==> config.mk <==
export PLATFORM = sky130hd
export DESIGN_NAME = aorf_top
export DESIGN_NICKNAME = d
export VERILOG_FILES = /design/src/include/aorf_pkg.sv /design/src/hdl/aorf_top.sv
export SDC_FILE = /design/constraint.sdc
export NUM_CORES = 1
export LEC_CHECK = 0
export BUFFER_PORTS_ARGS = -buffer_cell sky130_fd_sc_hd__buf_4
export CAP_MARGIN = 20
export CORE_MARGIN = 2
export CORE_UTILIZATION = 50
export DETAILED_ROUTE_END_ITERATION = 8
export PLACE_DENSITY = 0.8
export SETUP_SLACK_MARGIN = 0.5
export SKIP_CTS_REPAIR_TIMING = 1
export SLEW_MARGIN = 20
export SYNTH_ARGS = -nofsm -noshare
export SYNTH_HDL_FRONTEND = slang
export SYNTH_SLANG_ARGS = --single-unit
==> constraint.sdc <==
create_clock -name CLK -period 2.2 [get_ports CLK]
set_input_delay 0.11 -clock CLK [delete_from_list [all_inputs] [get_ports CLK]]
set_output_delay 0.11 -clock CLK [all_outputs]
set_load 0.02 [all_outputs]
==> src/include/aorf_pkg.sv <==
/*
 * Package for the analog output refresh and fallback block: register map,
 * field layout, reset values and timing constants.
 * Assumes a 40 MHz system clock and a 32-bit Avalon-MM register bus.
 */
package aorf_pkg;

    localparam int NUM_CH = 2;
    localparam int DATA_W = 16;

    // Register word offsets
    localparam logic [3:0] ADDR_CTRL = 4'h0;
    localparam logic [3:0] ADDR_PERIOD = 4'h1;
    localparam logic [3:0] ADDR_FB0 = 4'h2;
    localparam logic [3:0] ADDR_FB1 = 4'h3;
    localparam logic [3:0] ADDR_STAT = 4'h4;
    localparam logic [3:0] ADDR_OUT0 = 4'h5;
    localparam logic [3:0] ADDR_OUT1 = 4'h6;

    // CTRL fields
    localparam int CTRL_RANGE_BIT = 0;
    localparam int CTRL_MODE0_BIT = 1;
    localparam int CTRL_MODE1_BIT = 2;

    // Parameter access index for the refresh period
    localparam logic [7:0] PAR_IDX_LO = 8'h10;
    localparam logic [7:0] PAR_IDX_HI = 8'h23;
    localparam logic [7:0] PAR_SUBIDX = 8'h00;

    // Reset values and limits
    localparam logic [7:0] PERIOD_RST = 8'h0A;
    localparam logic [7:0] PERIOD_MIN = 8'h05;
    localparam logic [DATA_W-1:0] FB_RST = 16'h0000;
    localparam logic [DATA_W-1:0] FULL_POS = 16'h7D00;
    localparam logic [DATA_W-1:0] FULL_NEG = 16'h8300;

    // Millisecond tick
    localparam int CLK_HZ = 40000000;
    localparam int MS_PER_S = 1000;
    localparam int MS_CYCLES = CLK_HZ / MS_PER_S;
    localparam int MS_CNT_W = 16;

    typedef enum logic [1:0] {
        AORF_FB_PREDEF = 2'b01,
        AORF_FB_HOLD = 2'b10
    } aorf_mode_e;

    typedef struct packed {
        logic [7:0] idx_lo;
        logic [7:0] idx_hi;
        logic [7:0] subidx;
        logic [7:0] data;
    } aorf_par_s;

endpackage

==> src/hdl/aorf_top.sv <==
/*
 * Two-channel analog output refresh and fallback control.
 * Assumes master data and parameter strobes from the bus coupler are
 * synchronous to CLK; the comm-ok level comes from a pin and is resynchronised.
 */
// Implementation choices: register access over Avalon-MM and the address map.
`timescale 1ns/1ps
module aorf_top
    import aorf_pkg::*;
#(
    // Clock cycles per millisecond tick
    parameter int MS_TICK = MS_CYCLES
)
(
    // Clock and reset
    input wire logic CLK,
    input wire logic SYS_RST,
    // Avalon-MM slave
    input wire logic [3:0] AVS_ADDRESS,
    input wire logic AVS_READ,
    input wire logic AVS_WRITE,
    input wire logic [31:0] AVS_WRITEDATA,
    input wire logic [3:0] AVS_BYTEENABLE,
    output logic [31:0] AVS_READDATA,
    output logic AVS_WAITREQUEST,
    // Master data relayed by the island bus coupler
    input wire logic [NUM_CH-1:0] MASTER_WR,
    input wire logic [NUM_CH*DATA_W-1:0] MASTER_DATA,
    input wire logic COMM_OK,
    // Runtime parameter access
    input wire logic PAR_WR,
    input wire aorf_par_s PAR_REQ,
    output logic PAR_ERR,
    // Converter side
    output logic [NUM_CH-1:0] DAC_LOAD,
    output logic [NUM_CH*DATA_W-1:0] DAC_DATA,
    output logic RANGE_BIPOLAR
);

    logic [7:0] period_r;
    logic range_r;
    logic [NUM_CH-1:0] hold_r;
    logic [DATA_W-1:0] fb_r [NUM_CH];
    logic [DATA_W-1:0] held_r [NUM_CH];
    logic [DATA_W-1:0] out_r [NUM_CH];
    logic [NUM_CH-1:0] load_r;
    logic par_err_r;
    logic comm_s1_r;
    logic comm_s2_r;
    logic comm_prev_r;
    logic [MS_CNT_W-1:0] ms_cnt_r;
    logic ms_tick;
    logic rd_ack_r;

    // Bus decode
    wire bus_wr = AVS_WRITE & AVS_BYTEENABLE[0];
    wire wr_ctrl = bus_wr && AVS_ADDRESS == ADDR_CTRL;
    wire wr_period = bus_wr && AVS_ADDRESS == ADDR_PERIOD;
    wire wr_fb0 = bus_wr && AVS_ADDRESS == ADDR_FB0;
    wire wr_fb1 = bus_wr && AVS_ADDRESS == ADDR_FB1;
    wire [7:0] wr_per_val = AVS_WRITEDATA[7:0];
    wire [DATA_W-1:0] wr_fb_val = AVS_WRITEDATA[DATA_W-1:0];

    // Parameter request decode
    wire par_hit = PAR_WR && PAR_REQ.idx_lo == PAR_IDX_LO && PAR_REQ.idx_hi == PAR_IDX_HI
        && PAR_REQ.subidx == PAR_SUBIDX;
    wire par_ok = par_hit && PAR_REQ.data >= PERIOD_MIN;
    wire per_ok = wr_period && wr_per_val >= PERIOD_MIN;

    // Comm restored edge
    wire comm_up = comm_s2_r & ~comm_prev_r;

    assign ms_tick = ms_cnt_r == MS_CNT_W'(MS_TICK - 1);

    always_ff @(posedge CLK) begin
        if (SYS_RST) begin
            ms_cnt_r <= '0;
        end else begin
            ms_cnt_r <= ms_tick ? '0 : ms_cnt_r + 1'b1;
        end
    end

    // Comm-ok pin synchroniser
    always_ff @(posedge CLK) begin
        if (SYS_RST) begin
            comm_s1_r <= 1'b0;
            comm_s2_r <= 1'b0;
            comm_prev_r <= 1'b0;
        end else begin
            comm_s1_r <= COMM_OK;
            comm_s2_r <= comm_s1_r;
            comm_prev_r <= comm_s2_r;
        end
    end

    // Configuration registers
    always_ff @(posedge CLK) begin
        if (SYS_RST) begin
            period_r <= PERIOD_RST;
            range_r <= 1'b0;
            hold_r <= '0;
            par_err_r <= 1'b0;
        end else begin
            par_err_r <= par_hit & ~par_ok;
            if (par_ok) begin
                period_r <= PAR_REQ.data;
            end else if (per_ok) begin
                period_r <= wr_per_val;
            end
            if (wr_ctrl) begin
                range_r <= AVS_WRITEDATA[CTRL_RANGE_BIT];
                hold_r <= {AVS_WRITEDATA[CTRL_MODE1_BIT], AVS_WRITEDATA[CTRL_MODE0_BIT]};
            end
        end
    end

    genvar g;
    generate
        for (g = 0; g < NUM_CH; g++) begin : gen_ch
            logic [7:0] tmr_r;
            logic signed [DATA_W-1:0] fbv;
            logic fb_wr;
            logic [DATA_W-1:0] fb_eff;
            logic [DATA_W-1:0] mdat;
            logic refresh;
            logic fb_in_range;
            aorf_mode_e mode;

            assign mdat = MASTER_DATA[g*DATA_W +: DATA_W];
            assign fb_wr = (g == 0) ? wr_fb0 : wr_fb1;
            assign fbv = signed'(wr_fb_val);
            assign fb_in_range = range_r ? (fbv >= signed'(FULL_NEG) && fbv <= signed'(FULL_POS))
                : (fbv <= signed'(FULL_POS));
            assign fb_eff = (!range_r && fb_r[g][DATA_W-1]) ? FB_RST : fb_r[g];
            assign mode = hold_r[g] ? AORF_FB_HOLD : AORF_FB_PREDEF;
            assign refresh = ms_tick && (tmr_r + 8'h01 >= period_r);

            always_ff @(posedge CLK) begin
                if (SYS_RST) begin
                    fb_r[g] <= FB_RST;
                    held_r[g] <= FB_RST;
                    out_r[g] <= FB_RST;
                    tmr_r <= 8'h00;
                    load_r[g] <= 1'b0;
                end else begin
                    load_r[g] <= 1'b0;
                    if (fb_wr && fb_in_range) begin
                        fb_r[g] <= wr_fb_val;
                    end
                    if (!comm_s2_r) begin
                        tmr_r <= 8'h00;
                        unique case (mode)
                            AORF_FB_HOLD: begin
                                out_r[g] <= held_r[g];
                            end
                            AORF_FB_PREDEF: begin
                                out_r[g] <= fb_eff;
                                load_r[g] <= out_r[g] != fb_eff;
                            end
                        endcase
                    end else if (MASTER_WR[g]) begin
                        held_r[g] <= mdat;
                        out_r[g] <= mdat;
                        load_r[g] <= 1'b1;
                        tmr_r <= 8'h00;
                    end else if (comm_up) begin
                        out_r[g] <= held_r[g];
                        load_r[g] <= 1'b1;
                        tmr_r <= 8'h00;
                    end else if (refresh) begin
                        load_r[g] <= 1'b1;
                        tmr_r <= 8'h00;
                    end else if (ms_tick) begin
                        tmr_r <= tmr_r + 8'h01;
                    end
                end
            end

            assign DAC_DATA[g*DATA_W +: DATA_W] = out_r[g];
        end
    endgenerate

    // Read mux
    logic [31:0] rd_mux;
    always_comb begin
        rd_mux = 32'h0000_0000;
        unique case (AVS_ADDRESS)
            ADDR_CTRL: rd_mux = {29'h0, hold_r[1], hold_r[0], range_r};
            ADDR_PERIOD: rd_mux = {24'h0, period_r};
            ADDR_FB0: rd_mux = {16'h0, fb_r[0]};
            ADDR_FB1: rd_mux = {16'h0, fb_r[1]};
            ADDR_STAT: rd_mux = {31'h0, comm_s2_r};
            ADDR_OUT0: rd_mux = {16'h0, out_r[0]};
            ADDR_OUT1: rd_mux = {16'h0, out_r[1]};
            default: rd_mux = 32'h0000_0000;
        endcase
    end

    // Reads take one wait cycle, writes none
    always_ff @(posedge CLK) begin
        if (SYS_RST) begin
            rd_ack_r <= 1'b0;
            AVS_READDATA <= 32'h0000_0000;
        end else begin
            rd_ack_r <= AVS_READ & ~rd_ack_r;
            if (AVS_READ && !rd_ack_r) begin
                AVS_READDATA <= rd_mux;
            end
        end
    end

    assign AVS_WAITREQUEST = AVS_READ & ~rd_ack_r;
    assign PAR_ERR = par_err_r;
    assign DAC_LOAD = load_r;
    assign RANGE_BIPOLAR = range_r;

endmodule

==> Word-level counts from Yosys, hierarchy flattened <==
Memory sizes are Yosys's and may differ from the RTL's.
Cells that the tools add are included.
{ "classes": {"n_addsub": 3, "magnitude_cmp": 6, "n_eq_ne": 15, "muxes": 71, "bitwise_logic": 20, "n_reduce_logical": 25} }
{ "ops": {"columns": ["op", "n"], "rows": [
  ["$mux 16", 14],
  ["$pmux 16 s7", 1],
  ["$mux 1", 52],
  ["$ne 16x16->1", 2],
  ["$logic_and 1x1->1", 17],
  ["$add 16x1->16 const B", 1],
  ["$add 8x1->8 const B", 2],
  ["$eq 16x16->1 const B", 1],
  ["$ge 16x16->1 const B", 1],
  ["$ge 8x3->1 const B", 2],
  ["$ge 8x8->1", 2],
  ["$le 16x16->1 const B", 1],
  ["$mux 8", 2],
  ["$eq 4x3->1 const B", 3],
  ["$or 1x1->1", 12],
  ["$reduce_or 5->1", 2],
  ["$eq 4x2->1 const B", 2],
  ["$eq 8x5->1 const B", 1],
  ["$eq 8x6->1 const B", 1],
  ["$logic_not 8->1", 1],
  ["$and 1x1->1", 4],
  ["$eq 2x1->1 const B", 2],
  ["$eq 2x2->1 const B", 2],
  ["$eq 4x1->1 const B", 1],
  ["other kinds (6)", 11]
]} }
{ "totals": {"register_bits": 82, "ram_bits": 96, "input_bits": 112, "output_inout_bits": 69, "n_memories": 3} }
{ "mem_list": {"columns": ["name", "depth", "word_bits", "read_ports", "rd_ports_with_merged_regs", "wr", "line_no", "text"], "rows": [
  ["fb_r", 2, 16, 2, 0, 2, "aorf_top.sv:43", "logic [DATA_W-1:0] fb_r [NUM_CH];"],
  ["held_r", 2, 16, 2, 0, 2, "aorf_top.sv:44", "logic [DATA_W-1:0] held_r [NUM_CH];"],
  ["out_r", 2, 16, 2, 0, 2, "aorf_top.sv:45", "logic [DATA_W-1:0] out_r [NUM_CH];"]
]} }

==> Logic depth before layout (Yosys ltp) <==
Gate-level depths: netlist (run 1).
{ "depth": {"word_depth": 10, "mapped_depth": 12, "depth_no_buf": 11} }

==> Least setup slack after synthesis (run 1) <==
Ideal clock, no wire load.
{ "synth_timing": {"kind": "register -> register", "startpoint": "register gen_ch[1].tmr_r[2]", "endpoint": "register gen_ch[1].tmr_r[0]", "arrival_ps": 2279, "t_required_ps": 2135, "setup_slack_ps": -143, "stages_incl_launch_ff": 13, "n_path_buf": 1, "period_less_slack_ps": 2343, "cell_sequence": "dfxtp_1 > nand3_1 > nor2_1 > and3_1 > xor2_1 > ha_1 > and4_1 > o21ai_0 > nor3_1 > o21a_1 > or2_2 > clkbuf_1 > nor2_1"} }
{ "synth_between": {"elab_chain_cells": 4} }
{ "synth_rtl": {"columns": ["item", "line_no", "text"], "rows": [
  ["from (decl)", "aorf_top.sv:120", "logic [7:0] tmr_r;"],
  ["from (signal assigned)", "aorf_top.sv:174", "tmr_r <= tmr_r + 8'h01;"],
  ["$add 8x1->8", "aorf_top.sv:136", "assign refresh = ms_tick && (tmr_r + 8'h01 >= period_r);"],
  ["$ge 8x8->1", "aorf_top.sv:136", null],
  ["$logic_and 1x1->1", "aorf_top.sv:136", null],
  ["$reduce_or 5->1 (no source line)", null, null]
]} }
Every way passes these cells.
A chain may end at the register's enable or synchronous reset.

==> Final worst setup path (run 1) <==
{ "layout_timing": {"startpoint": "register gen_ch[0].tmr_r[0]", "endpoint": "register gen_ch[0].tmr_r[1]"} }
{ "layout_between": {"elab_chain_cells": 4} }
{ "layout_rtl": {"columns": ["item", "line_no"], "rows": [
  ["from (decl)", "aorf_top.sv:120"],
  ["from (signal assigned)", "aorf_top.sv:174"],
  ["$add 8x1->8 *", "aorf_top.sv:136, aorf_top.sv:174"],
  ["$ge 8x8->1", "aorf_top.sv:136"],
  ["$logic_and 1x1->1", "aorf_top.sv:136"],
  ["$reduce_or 5->1 (no source line)", null]
]} }
Mark *: on every way between the ends. The rest lies on a longest branch, timed or not.

==> results.sh, run 1 <==
export IMPL_status="finished, violations left"
export IMPL_violations="hold timing"
export IMPL_rows=47
export IMPL_synth_edf_count=96
export IMPL_start_kind="flip-flop"
export IMPL_worstSkewPairLatency_ns=0.43
export IMPL_layout_commonest_cell="buf_4"
export IMPL_drc=0
export IMPL_detail_route_wl_per_cell_um=19.6
export IMPL_final_antenna_net_count=0
export IMPL_cp_arrival_ns=2.53
export IMPL_finalSetupViolCount=0
export IMPL_yosysWarningCount=0
export IMPL_synthCells=822
export IMPL_drive_gt1_share_pct=31.1
export IMPL_drv_cap=0
export IMPL_crit_chain="ha_4 > nand3_4 > nor2_4 > xor2_1 > ha_1 > and4_1 > o21ai_1 > nor3_1 > o21a_1 > or2_4 > nor2_2"
export IMPL_crit_type="reg2reg"
export IMPL_cts_sinks=162
export IMPL_cp_end_kind="flip-flop"
export IMPL_die_y_um=133
export IMPL_clk_pin_slew_worst_paths_ns=0.06
export IMPL_cpPeakStageDelay_ns=0.38
export IMPL_cp_required_ns=2.55
export IMPL_worstHoldPathCells=3
export IMPL_finalNetCount=1123
export IMPL_dr_pass1_iters=6
export IMPL_fillCellCount=1235
export IMPL_cts_tree="built"
export IMPL_mostFrequentLayoutCells="183 x buf_4, 96 x edfxtp_1, 92 x nor2_1"
export IMPL_slew_headroom_pct=57.9
export IMPL_internal_power_w=0.00518
export IMPL_initial_utilization_pct=50.8
export IMPL_reg2reg_from="gen_ch[0].tmr_r[0]"
export IMPL_cp_startpoint="gen_ch[0].tmr_r[0]"
export IMPL_die_area_um2=17700
export IMPL_cp_depth=11
export IMPL_viasPerCell=5.90
export IMPL_use_met1_pct=35.7
export IMPL_hold_ws_ns=-0.0103
export IMPL_fin_ws_ns=0.0231
export IMPL_synth_cell_types=64
export IMPL_comb_power_share_pct=10.8
export IMPL_period_share_pct=98.9
export IMPL_seqPwrFrac_pct=50.0
export IMPL_diodes=0
export IMPL_layout_min_cycle_time_ns=2.18
export IMPL_num_vias=7231
export IMPL_grt_most_used_layer="met2"
export IMPL_fmax_mhz=459
export IMPL_cts_htree_levels=4
export IMPL_dp_hpwl_um=17200
export IMPL_netlist_area_um2=8330
export IMPL_synth_flop_cell="edfxtp_1"
export IMPL_die_w_um=133
export IMPL_cts_buffers=17
export IMPL_place_congestion=0.952
export IMPL_slew_viol_final=0
export IMPL_totalWireLength_um=24100
export IMPL_ys_seq_area_share_pct=50.5
export IMPL_p_leak_nw=4.39
export IMPL_coreArea_um2=16400
export IMPL_switching_share_pct=24.5
export IMPL_stdcell_count=1225
export IMPL_finalHoldViolCount=3
export IMPL_area_growth_pct=30.6
export IMPL_drt_iter0_drc=826
export IMPL_grt_pass1_wl_um=35700
export IMPL_worst_path_buf_inv=0
export IMPL_grtUsageTotal_pct=26.1
export IMPL_dp_slack_ns=-0.0153
export IMPL_grt_overflow=0
export IMPL_cp_max_fo=8
export IMPL_crit_family="simple AND/OR/NAND/NOR gates"
export IMPL_worst_slew_pin_slew_ns=0.632
export IMPL_hp_start="PAR_REQ[2]"
export IMPL_placedCellCount=1173
export IMPL_rsz0062_at_grt="yes"
export IMPL_clockBufferDepth=2
export IMPL_io_buffer_count=145
export IMPL_grt_start_max_net_pins=28
export IMPL_p_per_area_nw_per_um2=631
export IMPL_grt_pass1_vias=6670
export IMPL_clkPwrFrac_pct=39.2
export IMPL_boundaryPins=181
export IMPL_peakVddDrop_mv=0.591
export IMPL_antenna_found_initial=0
export IMPL_grtUsageMet2_pct=40.1
export IMPL_synthArstFlopShare_pct=0
export IMPL_fin_skew_ns=0.00946
export IMPL_hold_path_class="in2reg"
export IMPL_synth_seq_cells=162
export IMPL_setup_tns_ns=0
export IMPL_syn_area_per_cell_um2=10.1
export IMPL_cp_slowest_cell="dfxtp_4"
export IMPL_netSwitchingPower_w=0.00168
export IMPL_cts_root_buffer="clkbuf_16"
export IMPL_use_met3_pct=4.83
export IMPL_worstRegToRegCells=11
sequential cells by signal, summed over array words and instances, names as in the netlist:
register and cells:
fb_r 32, held_r 32, out_r 32, AVS_READDATA 16, gen_ch.tmr_r 16, ms_cnt_r 16
period_r 8, DAC_LOAD 2, hold_r 2, PAR_ERR 1, RANGE_BIPOLAR 1, comm_prev_r 1
comm_s1_r 1, comm_s2_r 1, rd_ack_r 1
path summary, 6_finish.rpt:
path | end | slack (ns)
min reg2reg | comm_s2_r | 0.44
max | gen_ch[0].tmr_r[1] | 0.02
min | period_r[2] | -0.01
max reg2reg | gen_ch[0].tmr_r[1] | 0.02
Yosys cell counts (3+ instances only):
cell / n / share of area [%]
buf_2: 4 / 0.24
edfxtp_1: 96 / 35
dfxtp_1: 66 / 16
a221o_1: 15 / 1.8
nor4bb_1: 6 / 0.72
xor2_1: 30 / 3.2
clkbuf_1: 35 / 1.6
o32ai_1: 7 / 0.74
and4_1: 4 / 0.42
a222oi_1: 13 / 1.6
mux2i_1: 14 / 1.7
o22ai_1: 8 / 0.60
a22oi_1: 12 / 1.1
and2_1: 31 / 2.3
a31oi_1: 14 / 1.1
buf_4: 16 / 1.4
a211oi_1: 5 / 0.45
and3_1: 37 / 2.8
a21o_1: 3 / 0.27
nor3b_1: 3 / 0.27
a21oi_1: 40 / 2.4
nand2b_1: 12 / 0.90
a221oi_1: 16 / 1.7
inv_1: 28 / 1.3
or2_2: 4 / 0.30
nor4_1: 13 / 0.98
ha_1: 19 / 2.9
o21ai_0: 11 / 0.66
nand3_1: 21 / 1.3
nor4b_1: 3 / 0.32
nor3_1: 14 / 0.84
nor2_1: 103 / 4.6
xnor2_1: 17 / 1.8
nor2b_1: 11 / 0.83
nand2_1: 51 / 2.3
through the flow:
step                instance area, um^2  total power, W  util, %
floorplan                          8620         0.00384        -
global placement                   9890         0.00416     60.3
detailed placement                 9890         0.00418     60.3
CTS                               10400         0.00683     63.5
global route                      10900         0.00707     66.3
finish                            10900         0.00687     66.3
tightest hold or removal path, cell delays in order:
cell and delay (ns):
buf_4 0.11, nor2_1 0.09, a211oi_1 0.05
cells by family (layout without fill, tap and decap cells):
| logic type | count (synthesis) | in the layout | synth area share, % |
|---|---|---|---|
| AOI/OAI and AO/OA | 159 | 159 | 13.9 |
| xor gates and xnor gates | 47 | 47 | 4.94 |
| adders and majority gates | 19 | 19 | 2.85 |
| buffers and inverters | 88 | 256 | 4.99 |
| DFF | 162 | 162 | 50.5 |
| muxes | 16 | 16 | 1.95 |
| other | 1 | 16 | 0.0450 |
| and+or+nand+nor | 330 | 330 | 20.8 |
power groups by stage:
stage | sequential [W] | combinational (W) | clock [W]
2_1_floorplan | 0.00349 | 0.000349 | 0
3_3_place_gp | 0.00349 | 0.000672 | 0
3_5_place_dp | 0.00349 | 0.000685 | 0
4_1_cts | 0.00343 | 0.000690 | 0.00271
5_1_grt | 0.00344 | 0.000789 | 0.00284
6_report | 0.00344 | 0.000741 | 0.00269
final cells by class:
class	count	area (um^2)	share of cell area [%]
clock buffer	21	440	4.05
clock inverter	11	87.6	0.805
inverter	28	105	0.966
multi-input combinational	587	4140	38.1
sequential	162	4240	39.0
tap	220	275	2.53
timing repair buffer	196	1590	14.6
layer usage:
layer,vias to the layer above,wire length (um)
li1,3351,-
met1,3378,9520
met2,436,11300
met3,66,2380
met4,0,902
met5,-,0
(Power assumes the default switching activity.)
==> run 2, diff against run 1 <==
Settings changed: CTS_BUF_LIST set to sky130_fd_sc_hd__clkbuf_8, GPL_TIMING_DRIVEN set to 0, SETUP_SLACK_MARGIN 0.5 to 0.1.
==> run 2 against run 1 <==
The flow finishes with violations (hold timing, setup timing). Die area stayed put. Non-clock buffer count up 56. Highest routed layer unchanged. Via count is 3.1% higher. Clock skew barely moved. First-iteration DRC count is 1.3% lower. Sequential share of layout area decreased by 0.052 points. Combinational power is 3.1% higher. Global-route usage grew 0.22 points. Cell count increased by 4.6%. Sequential power about the same. Critical path type unchanged.
==> results.sh, run 2 (same netlist as run 1, synthesis figures left out) <==
export IMPL_cts_root_buffer="clkbuf_8"
export IMPL_crit_chain="nand3_4 > nor2_4 > and3_4 > xor2_1 > ha_1 > and4_1 > o21ai_1 > nor3_1 > o21a_1 > or2_4 > buf_8 > nor2_1"
export IMPL_mostFrequentLayoutCells="172 x buf_4, 96 x edfxtp_1, 91 x nor2_1"
export IMPL_die_area_um2=17700
export IMPL_cpPeakStageDelay_ns=0.39
export IMPL_grt_pass1_wl_um=35700
export IMPL_final_seq_area_um2=4240
export IMPL_layout_min_cycle_time_ns=2.27
export IMPL_detail_route_wl_per_cell_um=18.9
export IMPL_totalWireLength_um=24200
export IMPL_cts_buffers=17
export IMPL_fin_ws_ns=-0.0731
export IMPL_peakVddDrop_mv=0.360
export IMPL_multiInputGateArea_um2=4010
export IMPL_num_vias=7453
export IMPL_cp_max_fo=8
export IMPL_grt_overflow=0
export IMPL_cp_required_ns=2.59
export IMPL_area_growth_pct=30.8
export IMPL_drv_cap=0
export IMPL_die_y_um=133
export IMPL_cp_end_kind="flip-flop"
export IMPL_hold_path_class="in2reg"
export IMPL_rsz0062_at_grt="yes"
export IMPL_slew_headroom_pct=52.0
export IMPL_crit_family="simple AND/OR/NAND/NOR gates"
export IMPL_grt_pass1_vias=6709
export IMPL_dr_pass1_iters=9
export IMPL_finalSetupViolCount=17
export IMPL_drive_gt1_share_pct=26.3
export IMPL_viasPerCell=5.82
export IMPL_post_route_util_pct=66.4
export IMPL_violations="hold timing, setup timing"
export IMPL_status="finished, violations left"
export IMPL_final_antenna_net_count=0
export IMPL_p_per_area_nw_per_um2=576
export IMPL_cts_sinks=162
export IMPL_hold_ws_ns=-0.00472
export IMPL_antenna_found_initial=0
export IMPL_worst_path_buf_inv=1
export IMPL_reg_top3="fb_r x32, held_r x32, out_r x32"
export IMPL_drt_iter0_drc=815
export IMPL_dp_hpwl_um=18000
export IMPL_io_buffer_count=143
export IMPL_place_congestion=0.947
export IMPL_boundaryPins=181
export IMPL_grt_start_max_net_pins=18
export IMPL_worstSkewPairLatency_ns=0.46
export IMPL_worst_slew_pin_slew_ns=0.720
export IMPL_cts_htree_levels=4
export IMPL_fmax_mhz=440
export IMPL_setup_tns_ns=-0.795
export IMPL_drc=0
export IMPL_cp_slowest_cell="dfxtp_4"
export IMPL_clk_pin_slew_worst_paths_ns=0.08
export IMPL_cp_arrival_ns=2.66
export IMPL_rows=47
export IMPL_cts_tree="built"
export IMPL_die_w_um=133
export IMPL_period_share_pct=103
export IMPL_finalHoldViolCount=1
export IMPL_slew_viol_final=0
export IMPL_coreArea_um2=16400
export IMPL_diodes=0
export IMPL_finalNetCount=1179
export IMPL_fillCellCount=1270
export IMPL_p_leak_nw=4.40
export IMPL_fin_skew_ns=0.00989
export IMPL_clockBufferDepth=2
export IMPL_initial_utilization_pct=50.8
export IMPL_grtUsageTotal_pct=26.3
export IMPL_start_kind="flip-flop"
export IMPL_layout_commonest_cell="buf_4"
export IMPL_crit_type="reg2reg"
run 2: cell types whose count changed in the layout (fill, tap and decap cells not counted), sizes merged:
cell / before / now
buf: 190 / 177
clkbuf: 24 / 55
inv: 29 / 32
clkinvlp: 2 / 1
dlygate4sd3: 3 / 39
run 2: final timing paths:
path,startpoint,end,slack (ns),depth (start not counted)
hold reg to reg,comm_s1_r,comm_s2_r,0.46,1
hold / removal,MASTER_DATA[12],held_r[0][12],-0.005,2
setup reg to reg,gen_ch[0].tmr_r[1],gen_ch[0].tmr_r[3],-0.07,12
setup / recovery,gen_ch[0].tmr_r[1],gen_ch[0].tmr_r[3],-0.07,12
run 2: cell type report:
class / instances / share of cell area [%]
buffer: 58 / 3.12
sequential: 162 / 38.9
timing repair buffer: 194 / 14.3
clock buffer: 19 / 2.40
multi-input combinational: 587 / 36.8
tap: 220 / 2.53
clock inverter: 13 / 1.01
inverter: 28 / 0.965
run 2: routing by layer:
layer	GRT usage, %	vias to the layer above	part of all wire (%)
met4	9.80	0	2.6
li1	-	3473	-
met1	35.7	3489	40
met2	42.5	444	47
met5	0	-	0
met3	4.71	47	11
run 2: worst register-to-register path, delay by kind of cell (launching register included):
kind,cells,cell delay [ns]
and+or+nand+nor,7,0.99
xor gates and xnor gates,1,0.15
AOI/OAI and AO/OA,2,0.27
buffers and inverters,1,0.15
adders and majority gates,1,0.27
DFF,1,0.39
run 2: power breakdown:
group	switching, W	internal, W	leakage [nW]	total [W]
logic	0.000396	0.000368	2.63	0.000764
registers	0.000144	0.00330	1.58	0.00345
clock network	0.00111	0.000952	0.195	0.00206
run 2: through the flow:
step	total power, W	cells	cell area, um^2	setup slack [ns]	hold slack [ns]
final	0.00627	1281	10900	-0.0731	-0.00472
after floorplan	0.00383	837	8540	-0.112	0.238
after global routing	0.00647	1281	10900	-0.169	-0.000294
after global placement	0.00417	1200	9890	-0.634	0.328
after CTS	0.00620	1232	10300	-0.472	-0.155
after detailed placement	0.00418	1200	9900	-0.435	0.333
